==> config.mk <==
export PLATFORM = sky130hd
export DESIGN_NAME = ies_top
export DESIGN_NICKNAME = d
export VERILOG_FILES = /design/src/hw/ies_pkg.sv /design/src/hw/ies_div.sv /design/src/hw/ies_chan.sv /design/src/hw/ies_top.sv
export VERILOG_INCLUDE_DIRS = /design/src /design/src/hw
export SDC_FILE = /design/constraint.sdc
export NUM_CORES = 2
export LEC_CHECK = 0
export CAP_MARGIN = 10
export CORE_AREA = 10 10 394 301
export DETAILED_ROUTE_END_ITERATION = 10
export DIE_AREA = 0 0 404 311
export DONT_BUFFER_PORTS = 1
export PLACE_DENSITY = 0.65
export SYNTH_ARGS = -nofsm -noshare
export SYNTH_HDL_FRONTEND = slang
export SYNTH_HIERARCHICAL = 1
export SYNTH_SLANG_ARGS = --single-unit
==> constraint.sdc <==
create_clock -name pclk -period 21.1 [get_ports pclk]
set_input_delay 1.055 -clock pclk [delete_from_list [all_inputs] [get_ports pclk]]
set_output_delay 1.055 -clock pclk [all_outputs]
set_load 0.02 [all_outputs]
==> src/hw/ies_params.svh <==
// constants for the incremental encoder speed block
`ifndef IES_PARAMS_SVH
`define IES_PARAMS_SVH
`define IES_CLK_MHZ 25
`define IES_GATE_US 100000
`define IES_GATE_CYCLES (`IES_GATE_US * `IES_CLK_MHZ)
`define IES_RPM_FACTOR (60000000 / `IES_GATE_US)
`define IES_PCT_SCALE 40'h3E8
`define IES_CH_SEL_BIT 5
`define IES_OFF_CFG 3'h0
`define IES_OFF_LINES 3'h1
`define IES_OFF_FS_RPM 3'h2
`define IES_OFF_RAW_RPM 3'h3
`define IES_OFF_FILT_RPM 3'h4
`define IES_OFF_PCT 3'h5
`define IES_OFF_POS 3'h6
`define IES_CFG_MODE_BIT 0
`define IES_CFG_INV_BIT 1
`define IES_CFG_FT_LSB 4
`define IES_CFG_FT_MSB 7
`define IES_MODE_RST 1'h1
`define IES_LINES_RST 13'h3E8
`define IES_FS_RPM_RST 13'h3E8
`define IES_DIV_STEPS 6'h28
`endif

==> src/hw/ies_pkg.sv <==
// types for the incremental encoder speed block
package ies_pkg;
  typedef enum logic [0:0] {IES_PULSE_DIR = 1'b0, IES_QUAD = 1'b1} ies_mode_t;
  typedef enum logic [1:0] {SQ_IDLE = 2'b00, SQ_LOAD = 2'b01, SQ_WAIT = 2'b10} ies_seq_t;
endpackage

==> src/hw/ies_div.sv <==
// sequential unsigned divider, 40-bit numerator by 16-bit divisor
`timescale 1ns/100ps
`include "ies_params.svh"
module ies_div (
  input wire logic pclk, // system clock
  input wire logic presetn, // async reset, active low
  input wire logic start, // one-cycle start pulse
  input wire logic [39:0] num, // dividend, sampled at start
  input wire logic [15:0] den, // divisor, held while busy
  output logic done, // one-cycle pulse, quotient valid
  output logic [39:0] quo // quotient
);
  logic [16:0] rem_reg, rem_next;
  logic [39:0] quo_next;
  logic [5:0] cnt_reg, cnt_next;
  logic busy_reg, busy_next, done_next;
  logic [16:0] trial;

  always_comb
  begin
    rem_next = rem_reg;
    quo_next = quo;
    cnt_next = cnt_reg;
    busy_next = busy_reg;
    done_next = 1'b0;
    trial = {rem_reg[15:0], quo[39]};
    if (start)
    begin
      rem_next = 17'h00000;
      quo_next = num;
      cnt_next = `IES_DIV_STEPS;
      busy_next = 1'b1;
    end
    else if (busy_reg)
    begin
      if (trial >= {1'b0, den})
      begin
        rem_next = trial - {1'b0, den};
        quo_next = {quo[38:0], 1'b1};
      end
      else
      begin
        rem_next = trial;
        quo_next = {quo[38:0], 1'b0};
      end
      cnt_next = cnt_reg - 6'h01;
      if (cnt_reg == 6'h01)
      begin
        busy_next = 1'b0;
        done_next = 1'b1;
      end
    end
  end

  always_ff @(posedge pclk or negedge presetn)
  begin
    if (!presetn)
    begin
      rem_reg <= 17'h00000;
      quo <= 40'h0000000000;
      cnt_reg <= 6'h00;
      busy_reg <= 1'b0;
      done <= 1'b0;
    end
    else
    begin
      rem_reg <= rem_next;
      quo <= quo_next;
      cnt_reg <= cnt_next;
      busy_reg <= busy_next;
      done <= done_next;
    end
  end
endmodule // ies_div

==> src/hw/ies_chan.sv <==
// one encoder channel: synchroniser, decoder, position and gate counters
`timescale 1ns/100ps
module ies_chan (
  input wire logic pclk, // system clock
  input wire logic presetn, // async reset, active low
  input wire logic pulse_or_a_input, // pulse or phase A pin, async
  input wire logic direction_or_b_input, // direction or phase B pin, async
  input wire logic quad_mode, // 1 quadrature, 0 pulse and direction
  input wire logic invert, // reverse count direction
  input wire logic gate_tick, // end of gate period
  output logic signed [31:0] position, // wrapping position count
  output logic signed [23:0] gate_count // counts in last gate period
);
  logic a_s1, a_s2, a_d, b_s1, b_s2, b_d;
  logic signed [31:0] position_next;
  logic signed [23:0] acc_reg, acc_next, gate_count_next;
  logic signed [2:0] step;
  logic [1:0] settle_reg, settle_next;

  function automatic logic signed [2:0] quad_step(input logic [3:0] tr);
    unique case (tr)
      4'h1, 4'h7, 4'hE, 4'h8: quad_step = 3'sd1;
      4'h2, 4'hB, 4'hD, 4'h4: quad_step = -3'sd1;
      default: quad_step = 3'sd0;
    endcase
  endfunction

  always_comb
  begin
    // no steps until the delay stage holds a real pin sample, so that a pin
    // idling high cannot look like an edge right after reset
    settle_next = settle_reg;
    step = 3'sd0;
    if (settle_reg != 2'h3)
      settle_next = settle_reg + 2'h1;
    else if (quad_mode)
      step = quad_step({a_d, b_d, a_s2, b_s2});
    else if (a_s2 && !a_d)
      step = b_s2 ? 3'sd1 : -3'sd1;
    if (invert)
      step = -step;
    position_next = position + 32'(step);
    acc_next = acc_reg + 24'(step);
    gate_count_next = gate_count;
    if (gate_tick)
    begin
      gate_count_next = acc_next;
      acc_next = 24'sh000000;
    end
  end

  always_ff @(posedge pclk or negedge presetn)
  begin
    if (!presetn)
    begin
      a_s1 <= 1'b0;
      a_s2 <= 1'b0;
      a_d <= 1'b0;
      b_s1 <= 1'b0;
      b_s2 <= 1'b0;
      b_d <= 1'b0;
      settle_reg <= 2'h0;
      position <= 32'sh00000000;
      acc_reg <= 24'sh000000;
      gate_count <= 24'sh000000;
    end
    else
    begin
      a_s1 <= pulse_or_a_input;
      a_s2 <= a_s1;
      a_d <= a_s2;
      b_s1 <= direction_or_b_input;
      b_s2 <= b_s1;
      b_d <= b_s2;
      settle_reg <= settle_next;
      position <= position_next;
      acc_reg <= acc_next;
      gate_count <= gate_count_next;
    end
  end
endmodule // ies_chan

==> src/hw/ies_top.sv <==
// two-channel encoder speed block with APB register access
`timescale 1ns/100ps
`include "ies_params.svh"
// Notes on behaviour
// - two independent channels, each with own lines, sign, full-scale and mode
// - mode value 0 is pulse and direction, value 1 is quadrature
// - quadrature direction comes from combined state of phases A and B
// - quadrature counts on every edge of either phase, four per line
// - speed is count rate over lines, times four in quadrature, then filtered
// - channel two pulse input clocks the count, direction input sets sign
// - channel two quadrature uses first input as A, second as B
// - pulse mode counts up when direction high, down when low
// - one count per full pulse, taken at the rising edge
// - pulse and direction offered on channel two, and here on both
// - channel one pulse mode takes its clock from the A terminal
// - a sign setting inverts count direction and reported speed
// - line count defaults to 1000 per revolution
// - full-scale RPM setting is the top speed, one hundred percent
// - percent speed is linear, in tenths of a percent, exactly 1000 at full-scale RPM
// - both raw and filtered RPM are reported for each channel
module ies_top #(
  parameter int GATE_CYCLES = `IES_GATE_CYCLES // clocks per gate period
) (
  input wire logic pclk, // APB clock, 25 MHz
  input wire logic presetn, // async reset, active low
  input wire logic psel, // APB select
  input wire logic penable, // APB enable
  input wire logic pwrite, // APB direction, 1 write
  input wire logic [11:0] paddr, // APB byte address
  input wire logic [31:0] pwdata, // APB write data
  output logic [31:0] prdata, // APB read data
  output logic pready, // APB ready
  output logic pslverr, // APB error, unmapped address
  input wire logic pulse_or_a_input_0, // channel 0 pulse or A pin
  input wire logic direction_or_b_input_0, // channel 0 direction or B pin
  input wire logic pulse_or_a_input_1, // channel 1 pulse or A pin
  input wire logic direction_or_b_input_1 // channel 1 direction or B pin
);
  // per-channel settings
  ies_pkg::ies_mode_t mode_reg [2];
  ies_pkg::ies_mode_t mode_next [2];
  logic invert_reg [2], invert_next [2];
  logic [3:0] ftime_reg [2], ftime_next [2];
  logic [12:0] lines_reg [2], lines_next [2];
  logic [12:0] fs_rpm_reg [2], fs_rpm_next [2];
  // per-channel results
  logic signed [31:0] raw_speed_rpm [2], raw_next [2];
  logic signed [31:0] filt_rpm_reg [2], filt_next [2];
  logic signed [31:0] pct_reg [2], pct_next [2];
  logic signed [31:0] position [2];
  logic signed [23:0] gate_count [2];
  // gate timer and sequencer
  logic [31:0] gate_cnt_reg, gate_cnt_next;
  logic gate_tick_reg, gate_tick_next;
  ies_pkg::ies_seq_t seq_reg, seq_next;
  logic [1:0] job_reg, job_next;
  logic div_start, div_done;
  logic [39:0] div_num, div_quo;
  logic [15:0] div_den;
  logic [15:0] den_hold_reg, den_hold_next;
  logic ch;
  logic signed [32:0] diff;
  logic signed [31:0] res;
  // bus
  logic [31:0] prdata_next;
  logic pready_next, pslverr_next;
  logic bus_ch, bus_hit, bus_wr;
  logic [2:0] bus_idx;

  function automatic logic [31:0] mag32(input logic signed [31:0] v);
    mag32 = v[31] ? 32'(-v) : 32'(v);
  endfunction

  // the divider works on magnitudes; the sign is put back from count or filter
  function automatic logic signed [31:0] signed_of(input logic [39:0] q, input logic neg);
    signed_of = neg ? -$signed(q[31:0]) : $signed(q[31:0]);
  endfunction

  ies_chan u_ch0 (
    .pclk(pclk),
    .presetn(presetn),
    .pulse_or_a_input(pulse_or_a_input_0),
    .direction_or_b_input(direction_or_b_input_0),
    .quad_mode(mode_reg[0] == ies_pkg::IES_QUAD),
    .invert(invert_reg[0]),
    .gate_tick(gate_tick_reg),
    .position(position[0]),
    .gate_count(gate_count[0])
  );

  ies_chan u_ch1 (
    .pclk(pclk),
    .presetn(presetn),
    .pulse_or_a_input(pulse_or_a_input_1),
    .direction_or_b_input(direction_or_b_input_1),
    .quad_mode(mode_reg[1] == ies_pkg::IES_QUAD),
    .invert(invert_reg[1]),
    .gate_tick(gate_tick_reg),
    .position(position[1]),
    .gate_count(gate_count[1])
  );

  ies_div u_div (
    .pclk(pclk),
    .presetn(presetn),
    .start(div_start),
    .num(div_num),
    .den(den_hold_reg),
    .done(div_done),
    .quo(div_quo)
  );

  // gate timer: one tick every GATE_CYCLES clocks
  always_comb
  begin
    gate_cnt_next = gate_cnt_reg + 32'h00000001;
    gate_tick_next = 1'b0;
    if (gate_cnt_reg == 32'(GATE_CYCLES - 1))
    begin
      gate_cnt_next = 32'h00000000;
      gate_tick_next = 1'b1;
    end
  end

  always_ff @(posedge pclk or negedge presetn)
  begin
    if (!presetn)
    begin
      gate_cnt_reg <= 32'h00000000;
      gate_tick_reg <= 1'b0;
    end
    else
    begin
      gate_cnt_reg <= gate_cnt_next;
      gate_tick_reg <= gate_tick_next;
    end
  end

  // division sequencer: rpm then percent, channel 0 then 1
  always_comb
  begin
    ch = job_reg[1];
    seq_next = seq_reg;
    job_next = job_reg;
    div_start = (seq_reg == ies_pkg::SQ_LOAD);
    if (!job_reg[0])
    begin
      div_num = 40'(mag32(32'(gate_count[ch]))) * 40'(`IES_RPM_FACTOR);
      div_den = (mode_reg[ch] == ies_pkg::IES_QUAD) ? {1'b0, lines_reg[ch], 2'b00}
        : {3'b000, lines_reg[ch]};
    end
    else
    begin
      div_num = 40'(mag32(filt_rpm_reg[ch])) * `IES_PCT_SCALE;
      div_den = {3'b000, fs_rpm_reg[ch]};
    end
    // a bus write to the settings mid-division must not change the divisor
    den_hold_next = den_hold_reg;
    if (seq_reg == ies_pkg::SQ_LOAD)
      den_hold_next = div_den;
    raw_next = raw_speed_rpm;
    filt_next = filt_rpm_reg;
    pct_next = pct_reg;
    diff = 33'sh000000000;
    res = 32'sh00000000;
    unique case (seq_reg)
      ies_pkg::SQ_IDLE:
        if (gate_tick_reg)
        begin
          job_next = 2'b00;
          seq_next = ies_pkg::SQ_LOAD;
        end
      ies_pkg::SQ_LOAD:
        seq_next = ies_pkg::SQ_WAIT;
      ies_pkg::SQ_WAIT:
        if (div_done)
        begin
          if (!job_reg[0])
          begin
            res = (den_hold_reg == 16'h0000) ? 32'sh00000000
              : signed_of(div_quo, gate_count[ch][23]);
            raw_next[ch] = res;
            // first-order low pass: each gate moves by the error over two to the shift
            diff = 33'(res) - 33'(filt_rpm_reg[ch]);
            filt_next[ch] = filt_rpm_reg[ch] + 32'(diff >>> ftime_reg[ch]);
          end
          else
            pct_next[ch] = (den_hold_reg == 16'h0000) ? 32'sh00000000
              : signed_of(div_quo, filt_rpm_reg[ch][31]);
          job_next = job_reg + 2'b01;
          seq_next = (job_reg == 2'b11) ? ies_pkg::SQ_IDLE : ies_pkg::SQ_LOAD;
        end
      default:
        seq_next = ies_pkg::SQ_IDLE;
    endcase
  end

  // APB slave: one wait-free access phase, error on unmapped address
  always_comb
  begin
    bus_ch = paddr[`IES_CH_SEL_BIT];
    bus_idx = paddr[4:2];
    bus_hit = (paddr[11:6] == 6'h00) && (paddr[1:0] == 2'b00) && (bus_idx <= `IES_OFF_POS);
    bus_wr = psel && penable && pready && pwrite && bus_hit;
    pready_next = psel && !penable;
    pslverr_next = psel && !penable && !bus_hit;
    prdata_next = 32'h00000000;
    if (psel && !penable && !pwrite && bus_hit)
    begin
      unique case (bus_idx)
        `IES_OFF_CFG:
        begin
          prdata_next[`IES_CFG_MODE_BIT] = mode_reg[bus_ch];
          prdata_next[`IES_CFG_INV_BIT] = invert_reg[bus_ch];
          prdata_next[`IES_CFG_FT_MSB:`IES_CFG_FT_LSB] = ftime_reg[bus_ch];
        end
        `IES_OFF_LINES: prdata_next = {19'h00000, lines_reg[bus_ch]};
        `IES_OFF_FS_RPM: prdata_next = {19'h00000, fs_rpm_reg[bus_ch]};
        `IES_OFF_RAW_RPM: prdata_next = raw_speed_rpm[bus_ch];
        `IES_OFF_FILT_RPM: prdata_next = filt_rpm_reg[bus_ch];
        `IES_OFF_PCT: prdata_next = pct_reg[bus_ch];
        default: prdata_next = position[bus_ch];
      endcase
    end
    mode_next = mode_reg;
    invert_next = invert_reg;
    ftime_next = ftime_reg;
    lines_next = lines_reg;
    fs_rpm_next = fs_rpm_reg;
    if (bus_wr)
    begin
      if (bus_idx == `IES_OFF_CFG)
      begin
        mode_next[bus_ch] = ies_pkg::ies_mode_t'(pwdata[`IES_CFG_MODE_BIT]);
        invert_next[bus_ch] = pwdata[`IES_CFG_INV_BIT];
        ftime_next[bus_ch] = pwdata[`IES_CFG_FT_MSB:`IES_CFG_FT_LSB];
      end
      if (bus_idx == `IES_OFF_LINES)
        lines_next[bus_ch] = pwdata[12:0];
      if (bus_idx == `IES_OFF_FS_RPM)
        fs_rpm_next[bus_ch] = pwdata[12:0];
    end
  end

  // sequencer and speed results
  always_ff @(posedge pclk or negedge presetn)
  begin
    if (!presetn)
    begin
      seq_reg <= ies_pkg::SQ_IDLE;
      job_reg <= 2'b00;
      den_hold_reg <= 16'h0000;
      for (int i = 0; i < 2; i++)
      begin
        raw_speed_rpm[i] <= 32'sh00000000;
        filt_rpm_reg[i] <= 32'sh00000000;
        pct_reg[i] <= 32'sh00000000;
      end
    end
    else
    begin
      seq_reg <= seq_next;
      job_reg <= job_next;
      den_hold_reg <= den_hold_next;
      raw_speed_rpm <= raw_next;
      filt_rpm_reg <= filt_next;
      pct_reg <= pct_next;
    end
  end

  // bus answer and settings
  always_ff @(posedge pclk or negedge presetn)
  begin
    if (!presetn)
    begin
      prdata <= 32'h00000000;
      pready <= 1'b0;
      pslverr <= 1'b0;
      for (int i = 0; i < 2; i++)
      begin
        mode_reg[i] <= ies_pkg::ies_mode_t'(`IES_MODE_RST);
        invert_reg[i] <= 1'b0;
        ftime_reg[i] <= 4'h0;
        lines_reg[i] <= `IES_LINES_RST;
        fs_rpm_reg[i] <= `IES_FS_RPM_RST;
      end
    end
    else
    begin
      prdata <= prdata_next;
      pready <= pready_next;
      pslverr <= pslverr_next;
      mode_reg <= mode_next;
      invert_reg <= invert_next;
      ftime_reg <= ftime_next;
      lines_reg <= lines_next;
      fs_rpm_reg <= fs_rpm_next;
    end
  end
endmodule // ies_top

Word-level counts from Yosys, hierarchy flattened
Memory sizes are Yosys's and may differ from the RTL's.
Cells that the tools add are included.
{"block": "classes", "n_mul": 2, "shift": 1, "n_reduce_logical": 33, "n_addsub": 17, "magnitude_cmp": 6, "n_bitwise": 3, "n_div": 0, "eq_ne": 14, "mux": 110}
{"cell": "two-way mux 32 bit", "n": 24}
{"cell": "bitwise mux 64 bit", "n": 3}
{"cell": "two-way mux 13 bit", "n": 13}
{"cell": "case mux 24 bit (6 select lines)", "n": 1}
{"cell": "two-way mux 24 bit", "n": 5}
{"cell": "two-way mux 40 bit", "n": 3}
{"cell": "multiplier 32 x 7 -> 37 bit, second input constant", "n": 2}
{"cell": "adder 32 x 3 -> 32 bit", "n": 2}
{"cell": "negation 32 bit", "n": 2}
{"cell": "bitwise mux 26 bit", "n": 2}
{"cell": "adder 24 x 3 -> 24 bit", "n": 2}
{"cell": "two-way mux 16 bit", "n": 3}
{"cell": ">>> shifter 33 x 4 -> 32 bit", "n": 1}
{"cell": "subtractor 32 x 32 -> 33 bit", "n": 1}
{"cell": "adder 32 x 1 -> 32 bit, second input constant", "n": 1}
{"cell": "adder 32 bit", "n": 1}
{"cell": "demux 32 bit (select 1 bit)", "n": 1}
{"cell": "equality test 32 x 22 -> 1 bit, second input constant", "n": 1}
{"cell": "negation 24 -> 32 bit", "n": 1}
{"cell": "two-way mux 15 bit", "n": 2}
{"cell": "two-way mux 3 bit", "n": 10}
{"cell": "two-way mux 4 bit", "n": 7}
{"cell": "case mux 2 bit (6 select lines)", "n": 2}
{"cell": "case mux 4 bit (6 select lines)", "n": 1}
{"cell": "other kinds (37)", "n": 95}
{"block": "totals", "rom_bits": 96, "ff_bits": 583, "n_memories": 2, "ram_bits": 0, "latchBits": 0, "inputBits": 53}
{"name": "(name not given)", "words": 16, "width": 3, "read_ports": 1, "rd_ports_with_merged_regs": 0, "write_ports": 0, "line_no": "ies_chan.sv:21", "text": "unique case (tr)"}
{"name": "(name not given)", "words": 16, "width": 3, "read_ports": 1, "rd_ports_with_merged_regs": 0, "write_ports": 0, "line_no": "ies_chan.sv:21"}

Logic depth before layout (Yosys ltp)
{"block": "logic_depth", "ltp_word": 10, "mapped_depth": 38}

Cells and area by module
The synthesis kept the hierarchy.
{"module": "ies_top", "area_per_inst_um2": 33870.0, "cells_each": 3823, "n_inst": 1}
{"module": "ies_chan at u_ch1", "area_per_inst_um2": 5884.4, "cells_each": 644, "n_inst": 1}
{"module": "ies_chan at u_ch0", "area_per_inst_um2": 5607.9, "cells_each": 576, "n_inst": 1}
{"module": "ies_div", "area_per_inst_um2": 4107.7, "cells_each": 449, "n_inst": 1}

Least setup slack after synthesis
OpenSTA, ideal clock, no wires.
{"block": "synth_path", "path_type": "flip-flop to flip-flop", "start": "reg job_reg[1]", "end": "reg u_div.quo[36]", "slack_ns": 12.653, "setup_time_ns": 0.135, "stages_incl_launch_ff": 34, "path_buffers": 7, "required_time_ns": 20.965, "period_less_slack_ns": 8.447, "arrival_ns": 8.312, "cell_sequence": "dfrtp_1 -> buf_2 -> buf_2 -> buf_2 -> buf_1 -> buf_1 -> mux2_2 -> clkinv_1 -> clkbuf_1 -> clkbuf_1 -> nor2_1 -> xnor2_1 -> fa_1 -> fa_1 -> inv_1 -> fa_1 -> inv_1 -> fa_1 -> ha_1 -> inv_1 -> o21bai_1 -> a21oi_1 -> o21ai_0 -> a21oi_1 -> o211ai_1 -> a41oi_1 -> o211ai_1 -> a31oi_1 -> o211ai_1 -> a41oi_1 -> xor2_1 -> mux2i_1 -> nand2_1 -> o21ai_1"}
{"block": "synth_between", "elab_chain_len": 9}
{"element": "from (decl)", "line_no": "ies_top.sv:56", "text": "logic [1:0] job_reg, job_next;"}
{"element": "from (signal assigned)", "line_no": "ies_top.sv:263", "text": "job_reg <= job_next;"}
{"element": "NOT 1 -> 2 bit (not written as such) (*)", "line_no": "ies_top.sv:148, ies_top.sv:154"}
{"element": "two-way mux 32 bit (not written as such) or two-way mux 24 bit (tied branches) (3 in a row)", "line_no": "ies_top.sv:154, ies_top.sv:148"}
{"element": "negation 32 bit or negation 24 -> 32 bit (tied branches)", "line_no": "ies_top.sv:71", "text": "mag32 = v[31] ? 32'(-v) : 32'(v);"}
{"element": "two-way mux 32 bit", "line_no": "ies_top.sv:71"}
{"element": "multiplier 32 x 7 -> 37 bit (on tied branches)"}
{"element": "two-way mux 40 bit (*)", "line_no": "ies_top.sv:146", "text": "if (!job_reg[0])"}
{"element": "net div_num[36]", "line_no": "ies_top.sv:58", "text": "logic [39:0] div_num, div_quo;"}
{"element": "two-way mux 40 bit (*)", "line_no": "ies_div.sv:27", "text": "if (start)"}
{"element": "to (signal assigned)", "line_no": "ies_div.sv:68", "text": "quo <= quo_next;"}
{"element": "to (decl)", "line_no": "ies_div.sv:11", "text": "output logic [39:0] quo"}
The timed path passes the listed nets; every way through them passes the cells marked *. The select of a mux whose other input is x is not followed.
A chain may end at the register's enable or synchronous reset.

Worst setup path in the final report
{"block": "layout_path", "start": "reg den_hold_reg[14]", "end": "reg filt_rpm_reg[60] (netlist bit)"}
{"block": "layout_between", "elab_chain_len": 6}
{"element": "from (decl)", "line_no": "ies_top.sv:60", "text": "logic [15:0] den_hold_reg, den_hold_next;"}
{"element": "from (signal assigned)", "line_no": "ies_top.sv:264", "text": "den_hold_reg <= den_hold_next;"}
{"element": "zero test 16 bit", "line_no": "ies_top.sv:180", "text": "res = (den_hold_reg == 16'h0000) ? 32'sh00000000"}
{"element": "two-way mux 32 bit", "line_no": "ies_top.sv:180"}
{"element": "subtractor 32 x 32 -> 33 bit", "line_no": "ies_top.sv:184", "text": "diff = 33'(res) - 33'(filt_rpm_reg[ch]);"}
{"element": ">>> shifter 33 x 4 -> 32 bit", "line_no": "ies_top.sv:185", "text": "filt_next[ch] = filt_rpm_reg[ch] + 32'(diff >>> ftime_reg[ch]);"}
{"element": "adder 32 bit", "line_no": "ies_top.sv:185"}
{"element": "bitwise mux 64 bit", "line_no": "ies_top.sv:185"}
{"element": "to (signal assigned)", "line_no": "ies_top.sv:266", "text": "filt_rpm_reg <= filt_next;"}
{"element": "to (decl)", "line_no": "ies_top.sv:48", "text": "logic signed [31:0] filt_rpm_reg [2], filt_next [2];"}
Every way passes these cells.

==> summary.md <==
| Metric | Value |
|---|---|
| Outcome | finished, final reports clean |
| Seq cells post-synth | 582 |
| Fin crit share | 0.4843 |
| Top Ports | between 80 and 90 |
| CTS max path bufs | 3 |
| Starting density of the core | 0.4472 |
| Async set-reset flop share out of synthesis | 1.000 |
| Register area share after synthesis | 0.2951 |
| ANT cells | 0 |
| Core Box Area | about 110000 µm² |
| Worst r2r path cells | 32 |
| Cell Area, Synth | 49470 µm² |
| Tmin final | 10.22 ns |
| Post-CTS setup buffers | 0 |
| Multi-input logic area | 32190 µm² |
| Worst-skew pair later-pin latency | 0.68 ns |
| Layout area overhead | 6.976% |
| Hold path start | u_ch1/b_s1$_DFF_PN0_ |
| CP startpoint kind | flip-flop |
| Port bufs | 0 |
| RSZ-0062 raised after global routing | false |
| CP max FO | between 80 and 90 |
| Proportion of layout cells with a drive suffix above 1 | 0.08618 |
| Setup Viol. Count Final | 0 |
| Adder-cell share of the synthesized area | 0.1686 |
| Slew Limit Headroom | 0.1507 |
| Clock sinks | 582 |
| Slowest cell on the critical path | buf_4 |
| Data required time of the critical path | about 22 ns |
| Layout Skew | about 0.042 ns |
| Post-DP HPWL | 103100 µm |
| Post-synth EDFFs | 0 |
| Top delay family on crit path | compound AO/OA/AOI/OAI gates |
| GP Congestion | just over 0.9 |
| Global route overflow | 0 |
| Hold slack final | 0.3559 ns |
| Post-Syn Instances | between 5000 and 6000 |
| Multiplexer share of the synthesized area | 0.09189 |
| # hold bufs at CTS | 0 |
| Die Width | 404 µm |
| Mapped Avg Cell Area | 9.008 µm² |
| Nets | between 5000 and 6000 |
| Synth Area in Simple Gates | 0.1398 |
| XOR/XNOR share of the synthesized area | 0.06419 |
| 1st-iter DRT viols | 3727 |
| Final wirelength | about 140000 µm |
| Highest clock rate | 0.09786 GHz |
| Fill cell count | 10557 |
| Rows | around 110 |
| PwrDens | ~63 nW/µm² |
| Leakage | approximately 25 nW |
| Main flop type after synthesis | dfrtp_1 |
| Hold path cells | 0 |
| Worst path depth | 32 |
| Final setup TNS | 0 ns |
| H-tree depth | 2 |
| Yosys cell types | around 110 |
| Routed wire length per instance | roughly 20 µm |
| Drt drc | 0 |
| Max VDD drop | roughly 0.000065 V |
| CP bufs+invs | 2 |
| Hold Path Class | flip-flop to flip-flop |
| GRT Total Usage | 0.2123 |
| Via count | just over 40000 |
| Slew Limit Fails | 0 |
| Vias per std cell | roughly 5.9 |
| Synth Area in Compound Gates | 0.1815 |
| CTS tree | yes |
| Post-cts resize count | 0 |
| TritonCTS Buffers | 60 |
| Reg clk slew, reported paths | ~0.07 ns |
| Crit path kind | flip-flop to flip-flop |
| Worst slew pin tran | approximately 1.3 ns |
| Clk root buf | clkbuf_16 |
| Final Hold Vio Count | 0 |
| Max-cap violations | 0 |
| FF/Latch Area | approximately 15000 µm² |
| Ys Warns | 6 |
| Crit path largest cell delay | between 0.7 and 0.8 ns |
| Detail Route Antenna Nets | 0 |
| DRT Pass-1 Iters | 6 |
| Die area | about 130000 µm² |
| CP startpoint | den_hold_reg[14]$_DFFE_PN0P_ |
| Initial antenna violation count | 1 |
| Nature of the critical path endpoint | flip-flop |
| Vias in the first global route | approximately 39000 |
| Largest net degree at the start of global routing | roughly 600 |
| Main combinational cell family by area after synthesis | compound AO/OA/AOI/OAI gates |
| First-pass GRT wire length | between 200000 and 250000 µm |
| DIE HEIGHT | between 300 and 400 µm |
| Worst flop-to-flop path startpoint | den_hold_reg[14]$_DFFE_PN0P_ |
| WP data arrival | around 11 ns |
[cell type report]
class	count	share of cell area
clock buffer	72	0.03092
clock inverter	40	0.008346
inverter	493	0.03499
multi-input combinational	4191	0.6083
sequential	582	0.2761
tap	1458	0.03447
timing repair buffer	41	0.006951
[layout by cell type, fill, tap and decap left out, types with 40 or more instances in the layout]
cell type and count:
and3_1 49, mux2i_1 214, a221oi_1 59, nand4_1 54, o21ai_0 253, a21o_1 94, a22o_1 79, nand3_1 109
nand2_1 542, nor2_1 378, mux2_2 180, xnor2_1 238, a31oi_1 56, xor2_1 122, inv_1 487, o31ai_1 61
dfrtp_1 552, clkbuf_16 60, fa_1 173, or3_1 40, ha_1 389, a211oi_1 48, a21oi_1 319, nor3_1 99
[final timing paths]
kind,to,slack (ns)
min,u_ch1/b_s2$_DFF_PN0_,0.36
max reg2reg,filt_rpm_reg[60]$_DFFE_PN0P_,10.88
max,filt_rpm_reg[60]$_DFFE_PN0P_,10.88
min reg2reg,u_ch1/b_s2$_DFF_PN0_,0.36
min in group asynchronous,pct_reg[29]$_DFFE_PN0P_,0.50
max in group asynchronous,gate_tick_reg$_DFF_PN0_,18.10
[through the flow]
stage | setup slack (ns) | total power, mW | cell area (µm²) | instances | utilization
after CTS | 11.16 | 3.324 | 52840 | 6874 | 0.4777
after global routing | 10.24 | 3.530 | 52920 | 6877 | 0.4784
after global placement | 11.39 | 2.152 | 50760 | 6762 | 0.4589
after detailed placement | 11.24 | 2.172 | 50760 | 6762 | 0.4589
after floorplan | 12.65 | 1.980 | 49590 | 5524 | -
final | 10.88 | 3.350 | 52920 | 6877 | 0.4784
[metal layers]
metal,GRT usage,up-vias,routed length [µm]
met5,0,-,0
met4,0.03793,0,2333
met3,0.03241,140,10210
met2,0.3066,1369,56700
met1,0.3319,19845,68590
li1,-,19181,-
[cells in the mapped netlist, types with 14 or more instances]
| cell | instances | area share |
|---|---|---|
| a21o_1 | 94 | 0.014 |
| mux4_2 | 14 | 0.0064 |
| o31ai_1 | 61 | 0.0093 |
| nor2_1 | 380 | 0.029 |
| nor4_1 | 27 | 0.0034 |
| a21oi_1 | 319 | 0.032 |
| o21a_1 | 38 | 0.0058 |
| dfstp_2 | 26 | 0.014 |
| buf_2 | 17 | 0.0017 |
| a41oi_1 | 14 | 0.0025 |
| o21ai_1 | 38 | 0.0038 |
| nand2b_1 | 35 | 0.0044 |
| and2_1 | 28 | 0.0035 |
| xor2_1 | 122 | 0.022 |
| o21bai_1 | 31 | 0.0047 |
| o22ai_1 | 37 | 0.0047 |
| a22o_1 | 79 | 0.014 |
| nor2b_1 | 39 | 0.0049 |
| inv_1 | 488 | 0.037 |
| or3_1 | 40 | 0.0051 |
| o21ai_0 | 253 | 0.026 |
| nand4_1 | 54 | 0.0068 |
| nand2_1 | 542 | 0.041 |
| dfrtp_1 | 556 | 0.28 |
| a221oi_1 | 59 | 0.010 |
| a211oi_1 | 48 | 0.0073 |
| o211ai_1 | 33 | 0.0050 |
| nand3_1 | 109 | 0.011 |
| xnor2_1 | 238 | 0.042 |
| mux2_2 | 180 | 0.041 |
| ha_1 | 389 | 0.098 |
| clkbuf_1 | 205 | 0.016 |
| mux2i_1 | 219 | 0.044 |
| nor3_1 | 102 | 0.010 |
| fa_1 | 173 | 0.070 |
| a31oi_1 | 56 | 0.0071 |
| a211o_1 | 16 | 0.0028 |
| buf_1 | 28 | 0.0021 |
| and3_1 | 49 | 0.0062 |
[where the power goes]
part / internal (mW) / leakage, nW / total (mW) / switching [mW]
registers: 1.23 / 7.56 / 1.32 / 0.0834
logic: 0.354 / 16.0 / 0.888 / 0.535
clock network: 0.633 / 1.02 / 1.15 / 0.512
[cells by family (layout without fill, tap and decap cells)]
| family | Yosys count | after routing |
|---|---|---|
| AO/OA/AOI/OAI | 1333 | 1333 |
| XOR/XNOR | 361 | 361 |
| adder cells (fa/ha/maj) | 563 | 563 |
| buffers and inverters | 751 | 646 |
| flip-flops | 582 | 582 |
| multiplexers | 414 | 414 |
| other | 2 | 34 |
| AND/OR/NAND/NOR | 1486 | 1486 |
(Power assumes the default switching activity.)
